## config.mk

```make
export PLATFORM = sky130hd
export DESIGN_NAME = rglc_top
export DESIGN_NICKNAME = d
export VERILOG_FILES = /design/src/verilog/rglc_top.v /design/src/verilog/rglc_filter.v
export VERILOG_INCLUDE_DIRS = /design/src /design/src/verilog
export SDC_FILE = /design/constraint.sdc
export NUM_CORES = 1
export LEC_CHECK = 0
export ABC_AREA = 1
export ABC_CLOCK_PERIOD_IN_PS = 1350
export BUFFER_PORTS_ARGS = -buffer_cell sky130_fd_sc_hd__buf_4
export CORE_UTILIZATION = 30
export CTS_BUF_LIST = sky130_fd_sc_hd__clkbuf_8 sky130_fd_sc_hd__clkbuf_16
export DETAILED_ROUTE_END_ITERATION = 8
export GPL_ROUTABILITY_DRIVEN = 0
export PLACE_DENSITY_LB_ADDON = 0.12
export SYNTH_ARGS = -nofsm -noshare
export SYNTH_HDL_FRONTEND = slang
export SYNTH_SLANG_ARGS = --single-unit
export TNS_END_PERCENT = 10
```

## constraint.sdc

```tcl
create_clock -name clk_in -period 1.35 [get_ports clk_in]
set_input_delay 0.135 -clock clk_in [delete_from_list [all_inputs] [get_ports clk_in]]
set_output_delay 0.135 -clock clk_in [all_outputs]
set_load 0.01 [all_outputs]
```

## src/verilog/rglc_consts.vh

```
`ifndef RGLC_CONSTS_VH
`define RGLC_CONSTS_VH
// Clock rate in kHz.
`define RGLC_CLK_KHZ 25000
// Supply reset filter time in microseconds.
`define RGLC_POR_FILT_US 10
// Reset deglitch time in microseconds.
`define RGLC_GLITCH_US 2
// Filtered low supply must persist this many cycles (least time, rounded up).
`define RGLC_POR_FILT_CYC ((`RGLC_POR_FILT_US * `RGLC_CLK_KHZ + 999) / 1000)
// External reset shorter than this many cycles is ignored (rounded up).
`define RGLC_GLITCH_CYC ((`RGLC_GLITCH_US * `RGLC_CLK_KHZ + 999) / 1000)
// Width of the filter counters.
`define RGLC_CNT_W 16
// Reset value of the output enable register.
`define RGLC_EN_RST 1'b0
// Reset value of the deploy flag.
`define RGLC_DEP_RST 1'b0
`endif

```

## src/verilog/rglc_top.v

```verilog
`timescale 1ns/1ps
`default_nettype none
`include "rglc_consts.vh"
module rglc_top #(
	parameter CH = 8,
	parameter POR_CYC = `RGLC_POR_FILT_CYC,
	parameter GLITCH_CYC = `RGLC_GLITCH_CYC
) (
	// Clock and reset
	input wire clk_in,
	input wire rst_n_in,
	// Analog monitor flags, high while the fault is present
	input wire vdd_filtered_reset_level_in,
	input wire vdd_fast_reset_level_in,
	input wire ref_resistor_upper_limit_in,
	input wire ref_resistor_lower_limit_in,
	input wire logic_ground_lost_in,
	// External reset pin
	input wire external_reset_n_in,
	// Deployment in progress from the firing logic
	input wire deploy_active_in,
	// Per-channel driver requests and ground monitors
	input wire [CH-1:0] high_side_req_in,
	input wire [CH-1:0] low_side_req_in,
	input wire [CH-1:0] channel_power_ground_lost_in,
	// Reset to the rest of the device, active low
	output reg core_rst_n_out,
	// Global output enable
	output reg outputs_enable_out,
	// Driver gates
	output reg [CH-1:0] squib_high_side_driver_out,
	output reg [CH-1:0] squib_low_side_driver_out,
	// Low side diagnostic fault per channel
	output reg [CH-1:0] low_side_diag_fault_out
);
	wire por_filt;
	wire ext_filt;
	wire supply_rst;
	wire other_rst;
	wire ext_rst;
	wire any_rst;
	reg sync1_r;
	reg sync2_r;
	reg dep_r;

	rglc_filter #(.LEN(POR_CYC), .W(`RGLC_CNT_W)) u_por_filt (
		.clk_in(clk_in),
		.rst_n_in(rst_n_in),
		.level_in(vdd_filtered_reset_level_in),
		.hold_out(por_filt)
	);
	rglc_filter #(.LEN(GLITCH_CYC), .W(`RGLC_CNT_W)) u_ext_filt (
		.clk_in(clk_in),
		.rst_n_in(rst_n_in),
		.level_in(~external_reset_n_in),
		.hold_out(ext_filt)
	);

	// Supply faults bypass the deployment guard; the fast level has no filter.
	assign supply_rst = por_filt | vdd_fast_reset_level_in;
	assign other_rst = ref_resistor_upper_limit_in | ref_resistor_lower_limit_in |
		logic_ground_lost_in;
	// Deployment state is also sampled so that the guard holds one cycle after deployment ends.
	assign ext_rst = ext_filt & ~(deploy_active_in | dep_r);
	assign any_rst = supply_rst | other_rst | ext_rst;

	always @(posedge clk_in or negedge rst_n_in) begin
		if (!rst_n_in)
			dep_r <= `RGLC_DEP_RST;
		else
			dep_r <= deploy_active_in & ~supply_rst;
	end

	// Synchronous assert on the next clock edge, two-stage synchronous release of the combined reset.
	always @(posedge clk_in or negedge rst_n_in) begin
		if (!rst_n_in) begin
			sync1_r <= 1'b0;
			sync2_r <= 1'b0;
		end else if (any_rst) begin
			sync1_r <= 1'b0;
			sync2_r <= 1'b0;
		end else begin
			sync1_r <= 1'b1;
			sync2_r <= sync1_r;
		end
	end

	always @(posedge clk_in or negedge rst_n_in) begin
		if (!rst_n_in) begin
			core_rst_n_out <= 1'b0;
			outputs_enable_out <= `RGLC_EN_RST;
			squib_high_side_driver_out <= {CH{1'b0}};
			squib_low_side_driver_out <= {CH{1'b0}};
			low_side_diag_fault_out <= {CH{1'b0}};
		end else if (any_rst) begin
			core_rst_n_out <= 1'b0;
			outputs_enable_out <= 1'b0;
			squib_high_side_driver_out <= {CH{1'b0}};
			squib_low_side_driver_out <= {CH{1'b0}};
			low_side_diag_fault_out <= {CH{1'b0}};
		end else begin
			core_rst_n_out <= sync2_r;
			outputs_enable_out <= sync2_r;
			squib_high_side_driver_out <= high_side_req_in & {CH{sync2_r}};
			squib_low_side_driver_out <= low_side_req_in & ~channel_power_ground_lost_in &
				{CH{sync2_r}};
			// The fault shows only while the low side is requested on the channel, whose low side driver is then held off.
			low_side_diag_fault_out <= low_side_req_in & channel_power_ground_lost_in &
				{CH{sync2_r}};
		end
	end
endmodule
`default_nettype wire

```

## src/verilog/rglc_filter.v

```verilog
`timescale 1ns/1ps
`default_nettype none
// Passes a level high only after it has stayed high for LEN consecutive cycles.
module rglc_filter #(
	parameter LEN = 1,
	parameter W = 16
) (
	// Clock and reset
	input wire clk_in,
	input wire rst_n_in,
	// Level to qualify
	input wire level_in,
	// Qualified level
	output reg hold_out
);
	reg [W-1:0] cnt_r;
	always @(posedge clk_in or negedge rst_n_in) begin
		if (!rst_n_in) begin
			cnt_r <= {W{1'b0}};
			hold_out <= 1'b0;
		end else if (!level_in) begin
			cnt_r <= {W{1'b0}};
			hold_out <= 1'b0;
		end else if (cnt_r >= LEN[W-1:0] - 1'b1) begin
			hold_out <= 1'b1;
		end else begin
			cnt_r <= cnt_r + 1'b1;
		end
	end
endmodule
`default_nettype wire

```

==> impl_metrics.csv, run 1 <==
group,metric,value,unit
worst_setup_path,worstReg2RegEnd,"u_por_filt.cnt_r[6]",
global_routing,gr-usage-all-layers,14.3,%
floorplan,std_cell_rows,33,
timing,hold_ws,0.0230,ns
flow_run,max_cap_viol_count,0,
detailed_routing,first_pass_iters,4,
worst_setup_path,worstRegToRegCells,8,
synth,yosys_warnings,0,
timing,tightest_slew,0.427,ns
timing,hold_viol,0,
timing,rsz0062_at_grt,"yes",
power_and_ir_drop,power_density,1080,mW/mm^2
detailed_routing,vias,2107,
clock_network,cts_root_buf,"clkbuf_8",
worst_setup_path,crit_end,"u_por_filt.cnt_r[6]",
synth,ys_seq_area_share,59.7,%
floorplan,io_pins,59,
placed_design,pre_cts_ws,-0.0808,ns
global_routing,antenna_found_initial,0,
detailed_routing,drt_wl_total,5660,um
floorplan,die_area,0.00903,sq mm
detailed_routing,drtIter0Drc,128,
timing,finClkSkew,0.00688,ns
worst_setup_path,arrival,1.51,ns
worst_setup_path,cp_max_fo,5,
timing,timing.final.crit_share,94.8,%
worst_setup_path,worstPathRequired,1.58,ns
synth,synth_area,0.00260,sq mm
synth,synth_area_leaders,"dfrtp_1 (60%), nand2_1 (9.1%), nor2_1 (7.5%)",
layout,syn_to_final_growth,45.2,%
layout,final_cells,496,
global_routing,grt_start_max_net_pins,31,
timing,fmax,782,MHz
worst_hold_path,hp-class,"input port to flip-flop",
worst_setup_path,setup.worst_path.end_class,"flip-flop",
status,outcome,"finished, final reports clean",
synth,synth_edf_count,0,
worst_setup_path,worstSetupPathType,"flip-flop to flip-flop",
global_routing,grt.overflow.total,0,
detailed_routing,drc,0,
timing,relSlewSlack,71.6,%
worst_setup_path,r2r_start,"u_por_filt.cnt_r[0]",
detailed_routing,wl_per_cell,11.4,um
timing,min_period,1.28,ns
worst_setup_path,start_kind,"flip-flop",
floorplan,dieHeight,95.1,um
layout,final_area,0.00377,sq mm
worst_setup_path,r2r_slack,0.07,ns
placed_design,place_hpwl,3890,um
layout,diodes,0,
clock_network,cts_buffers,9,
timing,setup_viol,0,
placed_design,dpl_cell_area,0.00331,sq mm
worst_setup_path,startpoint,"u_por_filt.cnt_r[0]",
synth,synth_top_cell_by_area,"dfrtp_1",
synth,synth_async_sr_flop_share,100,%
clock_network,cts.sinks,62,
floorplan,coreArea,0.00830,sq mm
clock_network,cts_max_level,3,
synth,synthCells,288,
synth,synth.net_count,327,
timing,report.final.slew_viol_count,0,
clock_network,cts.clk_slew.worst_paths,0.07,ns
power_and_ir_drop,peakVddDrop,485,uV
synth,yosysTopAreaCellShare,59.7,%
detailed_routing,via_per_inst,4.25,
clock_network,insertion_delay,0.33,ns
placed_design,portBuffers,58,
detailed_routing,postRouteAntennaNets,0,
synth,synth-seq-cells,62,
clock_network,cts_tree,"built",
global_routing,grt_pass1_vias,2091,
power_and_ir_drop,leakagePower,2.03,nW
layout,layout-drive-gt1-share,31.2,%
synth,dominantRegCellSynth,"dfrtp_1",
floorplan,dieWidth,95.1,um
clock_network,cts.path.max_buffers,2,
global_routing,grt_pass1_wl,9670,um
floorplan,start_util,31.3,%
placed_design,dp_cells,468,
synth,syn_area_per_cell,9.02,sq um
timing,finalWorstSetupSlack,0.0706,ns
layout,nets,425,
synth,ys_types,24,
## what timing repair did
item	CTS	global route
pin swaps	0	4
gates resized for setup	2	26
cloned	0	1
hold buffers	10	0
endpoints found under the setup margin	8	29
hold endpoints to repair	37	0
setup buffers	0	1
## routing by layer
metal | part of all wire (%) | global-route usage [%]
met1 | 48 | 18.5
met3 | 6.6 | 5.90
met2 | 45 | 20.9
met4 | 1.0 | 6.06
met5 | 0 | 0
## layout by cell type (no fill, tap or decap), types with 2 or more instances in the layout
| cell type | instances |
|---|---|
| nor3_1 | 8 |
| clkbuf_8 | 12 |
| dfrtp_1 | 62 |
| nand3_1 | 20 |
| nand2_1 | 59 |
| ha_2 | 2 |
| nor2_4 | 2 |
| nor3b_2 | 2 |
| nand3b_1 | 2 |
| xor2_1 | 5 |
| nor2_2 | 4 |
| nand2_4 | 5 |
| ha_1 | 3 |
| buf_4 | 81 |
| o21bai_1 | 2 |
| inv_1 | 42 |
| dlygate4sd3_1 | 10 |
| o21ai_0 | 2 |
| nor3_2 | 2 |
| bufinv_16 | 2 |
| nor2_1 | 47 |
| nand4_1 | 3 |
| nor3b_1 | 2 |
| nand2_2 | 2 |
## state kept, by name (all words and copies together), names as in the netlist, 8 cells and up
register / cells
low_side_diag_fault_out: 8
squib_high_side_driver_out: 8
squib_low_side_driver_out: 8
u_ext_filt.cnt_r: 16
u_por_filt.cnt_r: 16
## report_power, final
| part | total, mW | switching, mW | internal [mW] |
|---|---|---|---|
| registers | 1.88 | 0.00955 | 1.87 |
| logic | 0.294 | 0.150 | 0.144 |
| clock network | 1.90 | 0.714 | 1.18 |
| total | 4.07 | 0.874 | 3.20 |
## how the worst min path moves through the flow
| stage | cells past startpoint | startpoint | end |
|---|---|---|---|
| floorplan | 0 | rst_n_in | dep_r |
| global placement | 1 | rst_n_in | u_ext_filt.cnt_r[0] |
| detailed placement | 1 | rst_n_in | u_ext_filt.cnt_r[0] |
| CTS | 3 | high_side_req_in[2] | squib_high_side_driver_out[2] |
| global route | 3 | high_side_req_in[6] | squib_high_side_driver_out[6] |
| finish | 3 | high_side_req_in[2] | squib_high_side_driver_out[2] |
## worst max-delay path, stage by stage, from the launching register on
cell,delay [ns]
dfrtp_1,0.40
ha_2,0.18
nor2_1,0.07
nand2_1,0.07
nand2_2,0.11
nand2_4,0.09
buf_6,0.13
nand3_1,0.06
nand2_1,0.05
## synthesized netlist by cell type, types with 3 or more instances
cell type and count:
ha_1 6, xor2_1 5, nand2_1 63, nand4_1 3
nand3_1 22, nor3_1 10, nor2_1 52, nor3b_1 3
dfrtp_1 62, inv_1 42
## per-stage QoR
step / TNS, ns / util, % / power, mW
6_report: 0 / 45.5 / 4.07
5_1_grt: -0.0894 / 45.5 / 4.27
4_1_cts: -0.00557 / 44.0 / 4.11
3_5_place_dp: -0.354 / 39.9 / 2.18
3_3_place_gp: -0.106 / 39.9 / 2.18
2_1_floorplan: 0 / - / 2.00
## area by class of cell
| cell class | count | area (sq um) |
|---|---|---|
| tap | 105 | 131 |
| timing repair buffer | 93 | 739 |
| sequential | 62 | 1550 |
| multi-input combinational | 177 | 951 |
| clock buffer | 12 | 165 |
| clock inverter | 4 | 68.8 |
| inverter | 43 | 165 |
| fill | 817 | 4530 |
## logic make-up after synthesis
| kind of cell | synth area share (%) |
|---|---|
| buf+inv | 8.04 |
| simple gates | 26.2 |
| flops | 59.7 |
| xor+xnor | 2.02 |
| fa+ha+maj | 2.89 |
| compound gates | 1.16 |
Note: power is estimated with default switching activity, not from simulation.
==> run 2, diff against run 1 <==
--- a/config.mk
+++ b/config.mk
@@ -9,7 +9,7 @@
 export ABC_AREA = 1
 export ABC_CLOCK_PERIOD_IN_PS = 1350
 export BUFFER_PORTS_ARGS = -buffer_cell sky130_fd_sc_hd__buf_4
-export CORE_UTILIZATION = 30
+export CORE_UTILIZATION = 48
 export CTS_BUF_LIST = sky130_fd_sc_hd__clkbuf_8 sky130_fd_sc_hd__clkbuf_16
 export DETAILED_ROUTE_END_ITERATION = 8
 export GPL_ROUTABILITY_DRIVEN = 0
==> impl_metrics.csv, run 2 (synthesized netlist as in run 1, its figures left out) <==
group,metric,value,unit
floorplan,io_pins,59,
timing,rsz0062_at_grt,"yes",
worst_hold_path,hp-start,"high_side_req_in[2]",
power_and_ir_drop,power_density,1140,mW/mm^2
timing,report.final.slew_viol_count,0,
detailed_routing,drtIter0Drc,116,
power_and_ir_drop,peakVddDrop,687,uV
status,outcome,"finished, final reports clean",
worst_setup_path,worstReg2RegEnd,"u_por_filt.cnt_r[3]",
clock_network,post_cts_buffers,0,
power_and_ir_drop,leakagePower,1.97,nW
clock_network,insertion_delay,0.33,ns
worst_setup_path,startpoint,"u_por_filt.cnt_r[0]",
clock_network,cts.clk_slew.worst_paths,0.07,ns
worst_setup_path,r2r_slack,0.08,ns
worst_setup_path,worstRegToRegCells,8,
worst_hold_path,min_to,"squib_high_side_driver_out[2]",
layout,nets,418,
layout,reg_top3,"u_ext_filt.cnt_r: 16 flops, u_por_filt.cnt_r: 16 flops",
worst_setup_path,start_kind,"flip-flop",
global_routing,grt_pass1_vias,1999,
detailed_routing,drt_wl_total,5180,um
floorplan,die_area,0.00571,sq mm
layout,syn_to_final_growth,40.3,%
timing,tightest_slew,0.347,ns
worst_hold_path,hp-class,"input port to flip-flop",
worst_setup_path,arrival,1.50,ns
clock_network,cts_tree,"built",
detailed_routing,wl_per_cell,11.4,um
detailed_routing,vias,2082,
timing,hold_viol,0,
detailed_routing,first_pass_iters,4,
floorplan,start_util,50.2,%
global_routing,gr-usage-all-layers,20.2,%
worst_setup_path,setup.worst_path.end_class,"flip-flop",
global_routing,grt_pass1_wl,8320,um
clock_network,cts.path.max_buffers,2,
floorplan,coreArea,0.00517,sq mm
placed_design,place_hpwl,3390,um
floorplan,dieWidth,75.6,um
worst_setup_path,r2r_start,"u_por_filt.cnt_r[0]",
placed_design,portBuffers,58,
power_and_ir_drop,total_power,4.16,mW
timing,finalWorstSetupSlack,0.0783,ns
clock_network,cts_max_level,3,
timing,timing.final.crit_share,94.2,%
power_and_ir_drop,switching_share,21.0,%
floorplan,std_cell_rows,26,
power_and_ir_drop,seq_power_share,45.4,%
timing,relSlewSlack,76.9,%
worst_hold_path,whs_path_depth,3,
clock_network,cts.sinks,62,
worst_setup_path,worstPathRequired,1.58,ns
global_routing,antenna_found_initial,0,
floorplan,dieHeight,75.6,um
power_and_ir_drop,p_clk_share,47.9,%
worst_setup_path,cp_max_fo,8,
flow_run,max_cap_viol_count,0,
timing,fmax,786,MHz
global_routing,grt_start_max_net_pins,53,
layout,diodes,0,
timing,setup_viol,0,
power_and_ir_drop,switchingPower,0.871,mW
global_routing,grt.overflow.total,0,
placed_design,pre_cts_ws,-0.0415,ns
detailed_routing,drc,0,
timing,min_period,1.27,ns
detailed_routing,postRouteAntennaNets,0,
power_and_ir_drop,p_int,3.28,mW
power_and_ir_drop,p_comb_share,6.6,%
layout,mostFrequentLayoutCells,"buf_4 (76), dfrtp_1 (62), nand2_1 (58)",
timing,finClkSkew,0.00427,ns
layout,utilization,70.5,%
worst_setup_path,worstSetupPathType,"flip-flop to flip-flop",
clock_network,cts_root_buf,"clkbuf_8",
layout,layout-drive-gt1-share,28.1,%
layout,mostFrequentLayoutCell,"buf_4",
detailed_routing,via_per_inst,4.59,
clock_network,cts_buffers,9,
## run 2: per-stage QoR
stage | std cells | hold slack [ns] | setup TNS (ns) | area (sq um)
final | 454 | 0.0234 | 0 | 3640
after floorplan | 288 | -0.161 | 0 | 2600
after detailed placement | 428 | -0.0152 | -0.326 | 3230
after CTS | 454 | 0.00620 | 0 | 3590
after global placement | 428 | -0.0161 | -0.000836 | 3230
after global routing | 454 | 0.0134 | -0.103 | 3640
## run 2: worst max-delay path by stage
stage / slack, ns / end
CTS: 0.005 / low_side_diag_fault_out[0]
floorplan: 0.06 / u_por_filt.hold_out
detailed placement: -0.04 / u_por_filt.cnt_r[4]
finish: 0.08 / u_por_filt.cnt_r[3]
global placement: -0.0008 / low_side_diag_fault_out[3]
global route: -0.03 / low_side_diag_fault_out[2]
## run 2: area by class of cell
type                       count  area (sq um)
multi-input combinational    176           902
sequential                    62          1550
tap                           70          87.6
inverter                      43           166
clock inverter                 6           109
clock buffer                  10           138
fill                         381          1530
timing repair buffer          87           691
## run 2: metal layers
metal	GRT usage (%)	up-vias	wire length, um
met4	12.1	0	93
met3	6.75	9	322
li1	-	1055	-
met2	31.2	60	2400
met5	0	-	0
met1	24.8	958	2370
## run 2: critical path: stages (launching register included)
cell and delay [ns]:
dfrtp_1 0.40, ha_2 0.18, nor2_1 0.08, nand2_1 0.07, nand2_2 0.09, nand2_4 0.09
buf_4 0.15, nand3_1 0.06, nand2_1 0.06
## run 2: timing repair
| action | in CTS | in global routing |
|---|---|---|
| endpoints found under the setup margin | 13 | 17 |
| resized for setup | 4 | 15 |
| pin swaps | 0 | 2 |
| hold buffers | 10 | 0 |
| endpoints found under the hold margin | 71 | 0 |
## run 2: power by group through the flow
stage | sequential (mW) | clock [mW] | combinational, mW
2_1_floorplan | 1.93 | 0 | 0.0786
3_3_place_gp | 1.92 | 0 | 0.240
3_5_place_dp | 1.92 | 0 | 0.244
4_1_cts | 1.89 | 2.02 | 0.270
5_1_grt | 1.89 | 2.11 | 0.311
6_report | 1.89 | 1.99 | 0.276
==> run 3, diff against run 2 <==
--- a/config.mk
+++ b/config.mk
@@ -9,8 +9,9 @@
 export ABC_AREA = 1
 export ABC_CLOCK_PERIOD_IN_PS = 1350
 export BUFFER_PORTS_ARGS = -buffer_cell sky130_fd_sc_hd__buf_4
-export CORE_UTILIZATION = 48
-export CTS_BUF_LIST = sky130_fd_sc_hd__clkbuf_8 sky130_fd_sc_hd__clkbuf_16
+export CORE_MARGIN = 4
+export CORE_UTILIZATION = 50
+export CTS_BUF_LIST = sky130_fd_sc_hd__clkbuf_2
 export DETAILED_ROUTE_END_ITERATION = 8
 export GPL_ROUTABILITY_DRIVEN = 0
 export PLACE_DENSITY_LB_ADDON = 0.12
==> impl_metrics.csv, run 3 (synthesized netlist as in run 1, its figures left out) <==
group,metric,value,unit
layout,nets,438,
flow_run,max_cap_viol_count,0,
detailed_routing,drtIter0Drc,124,
timing,finClkSkew,0.0143,ns
clock_network,insertion_delay,0.48,ns
layout,syn_to_final_growth,41.4,%
detailed_routing,first_pass_iters,4,
detailed_routing,wl_per_cell,12.3,um
timing,min_period,1.33,ns
global_routing,met3_usage,8.52,%
floorplan,std_cell_rows,25,
timing,hold_viol,0,
layout,layout-drive-gt1-share,27.7,%
clock_network,cts.path.max_buffers,2,
floorplan,dieWidth,80.1,um
clock_network,cts_max_level,3,
status,outcome,"finished, final reports clean",
power_and_ir_drop,total_power,3.02,mW
clock_network,cts_root_buf,"clkbuf_2",
power_and_ir_drop,peakVddDrop,508,uV
layout,mostFrequentLayoutCells,"buf_4 (75), dfrtp_1 (62), nand2_1 (58)",
worst_setup_path,worstSetupPathType,"flip-flop to flip-flop",
floorplan,io_pins,59,
floorplan,coreArea,0.00488,sq mm
clock_network,cts.sinks,62,
timing,tightest_slew,0.304,ns
timing,relSlewSlack,79.7,%
placed_design,portBuffers,58,
global_routing,grt_use_met2,31.0,%
detailed_routing,postRouteAntennaNets,0,
layout,mostFrequentLayoutCell,"buf_4",
placed_design,dpl_cell_area,0.00319,sq mm
timing,report.final.slew_viol_count,0,
detailed_routing,drt_wl_total,5740,um
worst_setup_path,arrival,1.71,ns
detailed_routing,vias,2212,
global_routing,antenna_found_initial,0,
layout,final_area,0.00367,sq mm
detailed_routing,via_per_inst,4.73,
floorplan,dieHeight,80.1,um
floorplan,die_area,0.00641,sq mm
timing,setup_viol,0,
timing,timing.final.crit_share,98.2,%
timing,rsz0062_at_grt,"yes",
global_routing,grt_pass1_wl,9820,um
global_routing,grt_use_met1,25.3,%
worst_setup_path,worstPathRequired,1.73,ns
clock_network,cts_tree,"built",
timing,fmax,754,MHz
clock_network,cts.clk_slew.worst_paths,0.15,ns
worst_setup_path,setup.worst_path.end_class,"flip-flop",
worst_setup_path,start_kind,"flip-flop",
layout,diodes,0,
clock_network,cts_buffers,9,
power_and_ir_drop,leakagePower,1.97,nW
timing,finalWorstSetupSlack,0.0243,ns
global_routing,gr-usage-all-layers,20.3,%
global_routing,grt_start_max_net_pins,41,
worst_hold_path,hp-class,"input port to asynchronous set/reset pin",
power_and_ir_drop,power_density,824,mW/mm^2
global_routing,busiest_layer,"met2",
global_routing,grt_pass1_vias,2225,
worst_setup_path,cp_max_fo,5,
floorplan,start_util,53.2,%
layout,reg_top3,"u_ext_filt.cnt_r: 16 flops, u_por_filt.cnt_r: 16 flops",
layout,utilization,75.3,%
detailed_routing,drc,0,
placed_design,pre_cts_ws,-0.0338,ns
global_routing,grt.overflow.total,0,
placed_design,place_hpwl,3650,um
## run 3: changes by cell type in the layout (fill, tap and decap cells not counted), sizes merged
cell,before,now
bufinv,3,0
dlygate4sd3,10,29
clkbuf,10,9
buf,77,78
clkinv,3,4
## run 3: final cells by class
cell class / instances / area (sq um)
clock buffer: 9 / 45.0
fill: 352 / 1210
sequential: 62 / 1550
inverter: 43 / 164
multi-input combinational: 176 / 915
clock inverter: 4 / 17.5
tap: 67 / 83.8
timing repair buffer: 107 / 896
## run 3: per-stage QoR
stage / hold slack (ns) / TNS, ns / instances
floorplan: -0.161 / 0 / 288
global placement: 0.0465 / 0 / 421
detailed placement: 0.0493 / -0.0522 / 421
CTS: 0.0280 / 0 / 466
global route: 0.0510 / -0.587 / 468
finish: 0.0678 / 0 / 468
## run 3: worst paths after layout
kind	from	endpoint	slack, ns	cells past startpoint
worst max-delay path	u_por_filt.cnt_r[0]	u_por_filt.cnt_r[1]	0.02	8
worst min-delay path	rst_n_in	u_ext_filt.cnt_r[2]	0.07	2
worst max register to register	u_por_filt.cnt_r[0]	u_por_filt.cnt_r[1]	0.02	8
worst min register to register	u_por_filt.cnt_r[8]	u_por_filt.cnt_r[8]	0.48	2
max in group asynchronous	rst_n_in	u_ext_filt.cnt_r[15]	0.78	3
min in group clk_in	logic_ground_lost_in	sync1_r	0.09	4
## run 3: layer usage
metal  wire length (um)  vias up
met3                490        9
li1                   -     1102
met2               2670       64
met5                  0        -
met1               2490     1037
met4                 90        0
## run 3: what timing repair did
item,4_1_cts,5_1_grt
pin swaps,0,4
hold buffers,29,0
resized for setup,4,20
endpoints found under the hold margin,119,0
setup buffers,3,2
setup endpoints to repair,9,32
## run 3: power breakdown
part / internal [mW] / switching, mW / total, mW
clock network: 0.195 / 0.608 / 0.803
registers: 1.87 / 0.0152 / 1.89
logic: 0.179 / 0.152 / 0.332
## run 3: critical path, cell delays in order, from the launching register on
cell and delay, ns:
dfrtp_1 0.45, ha_2 0.20, nor2_1 0.09, nand2_1 0.07, nand2_2 0.10, nand2_4 0.07
buf_6 0.14, nand3_1 0.06, nand2_1 0.06
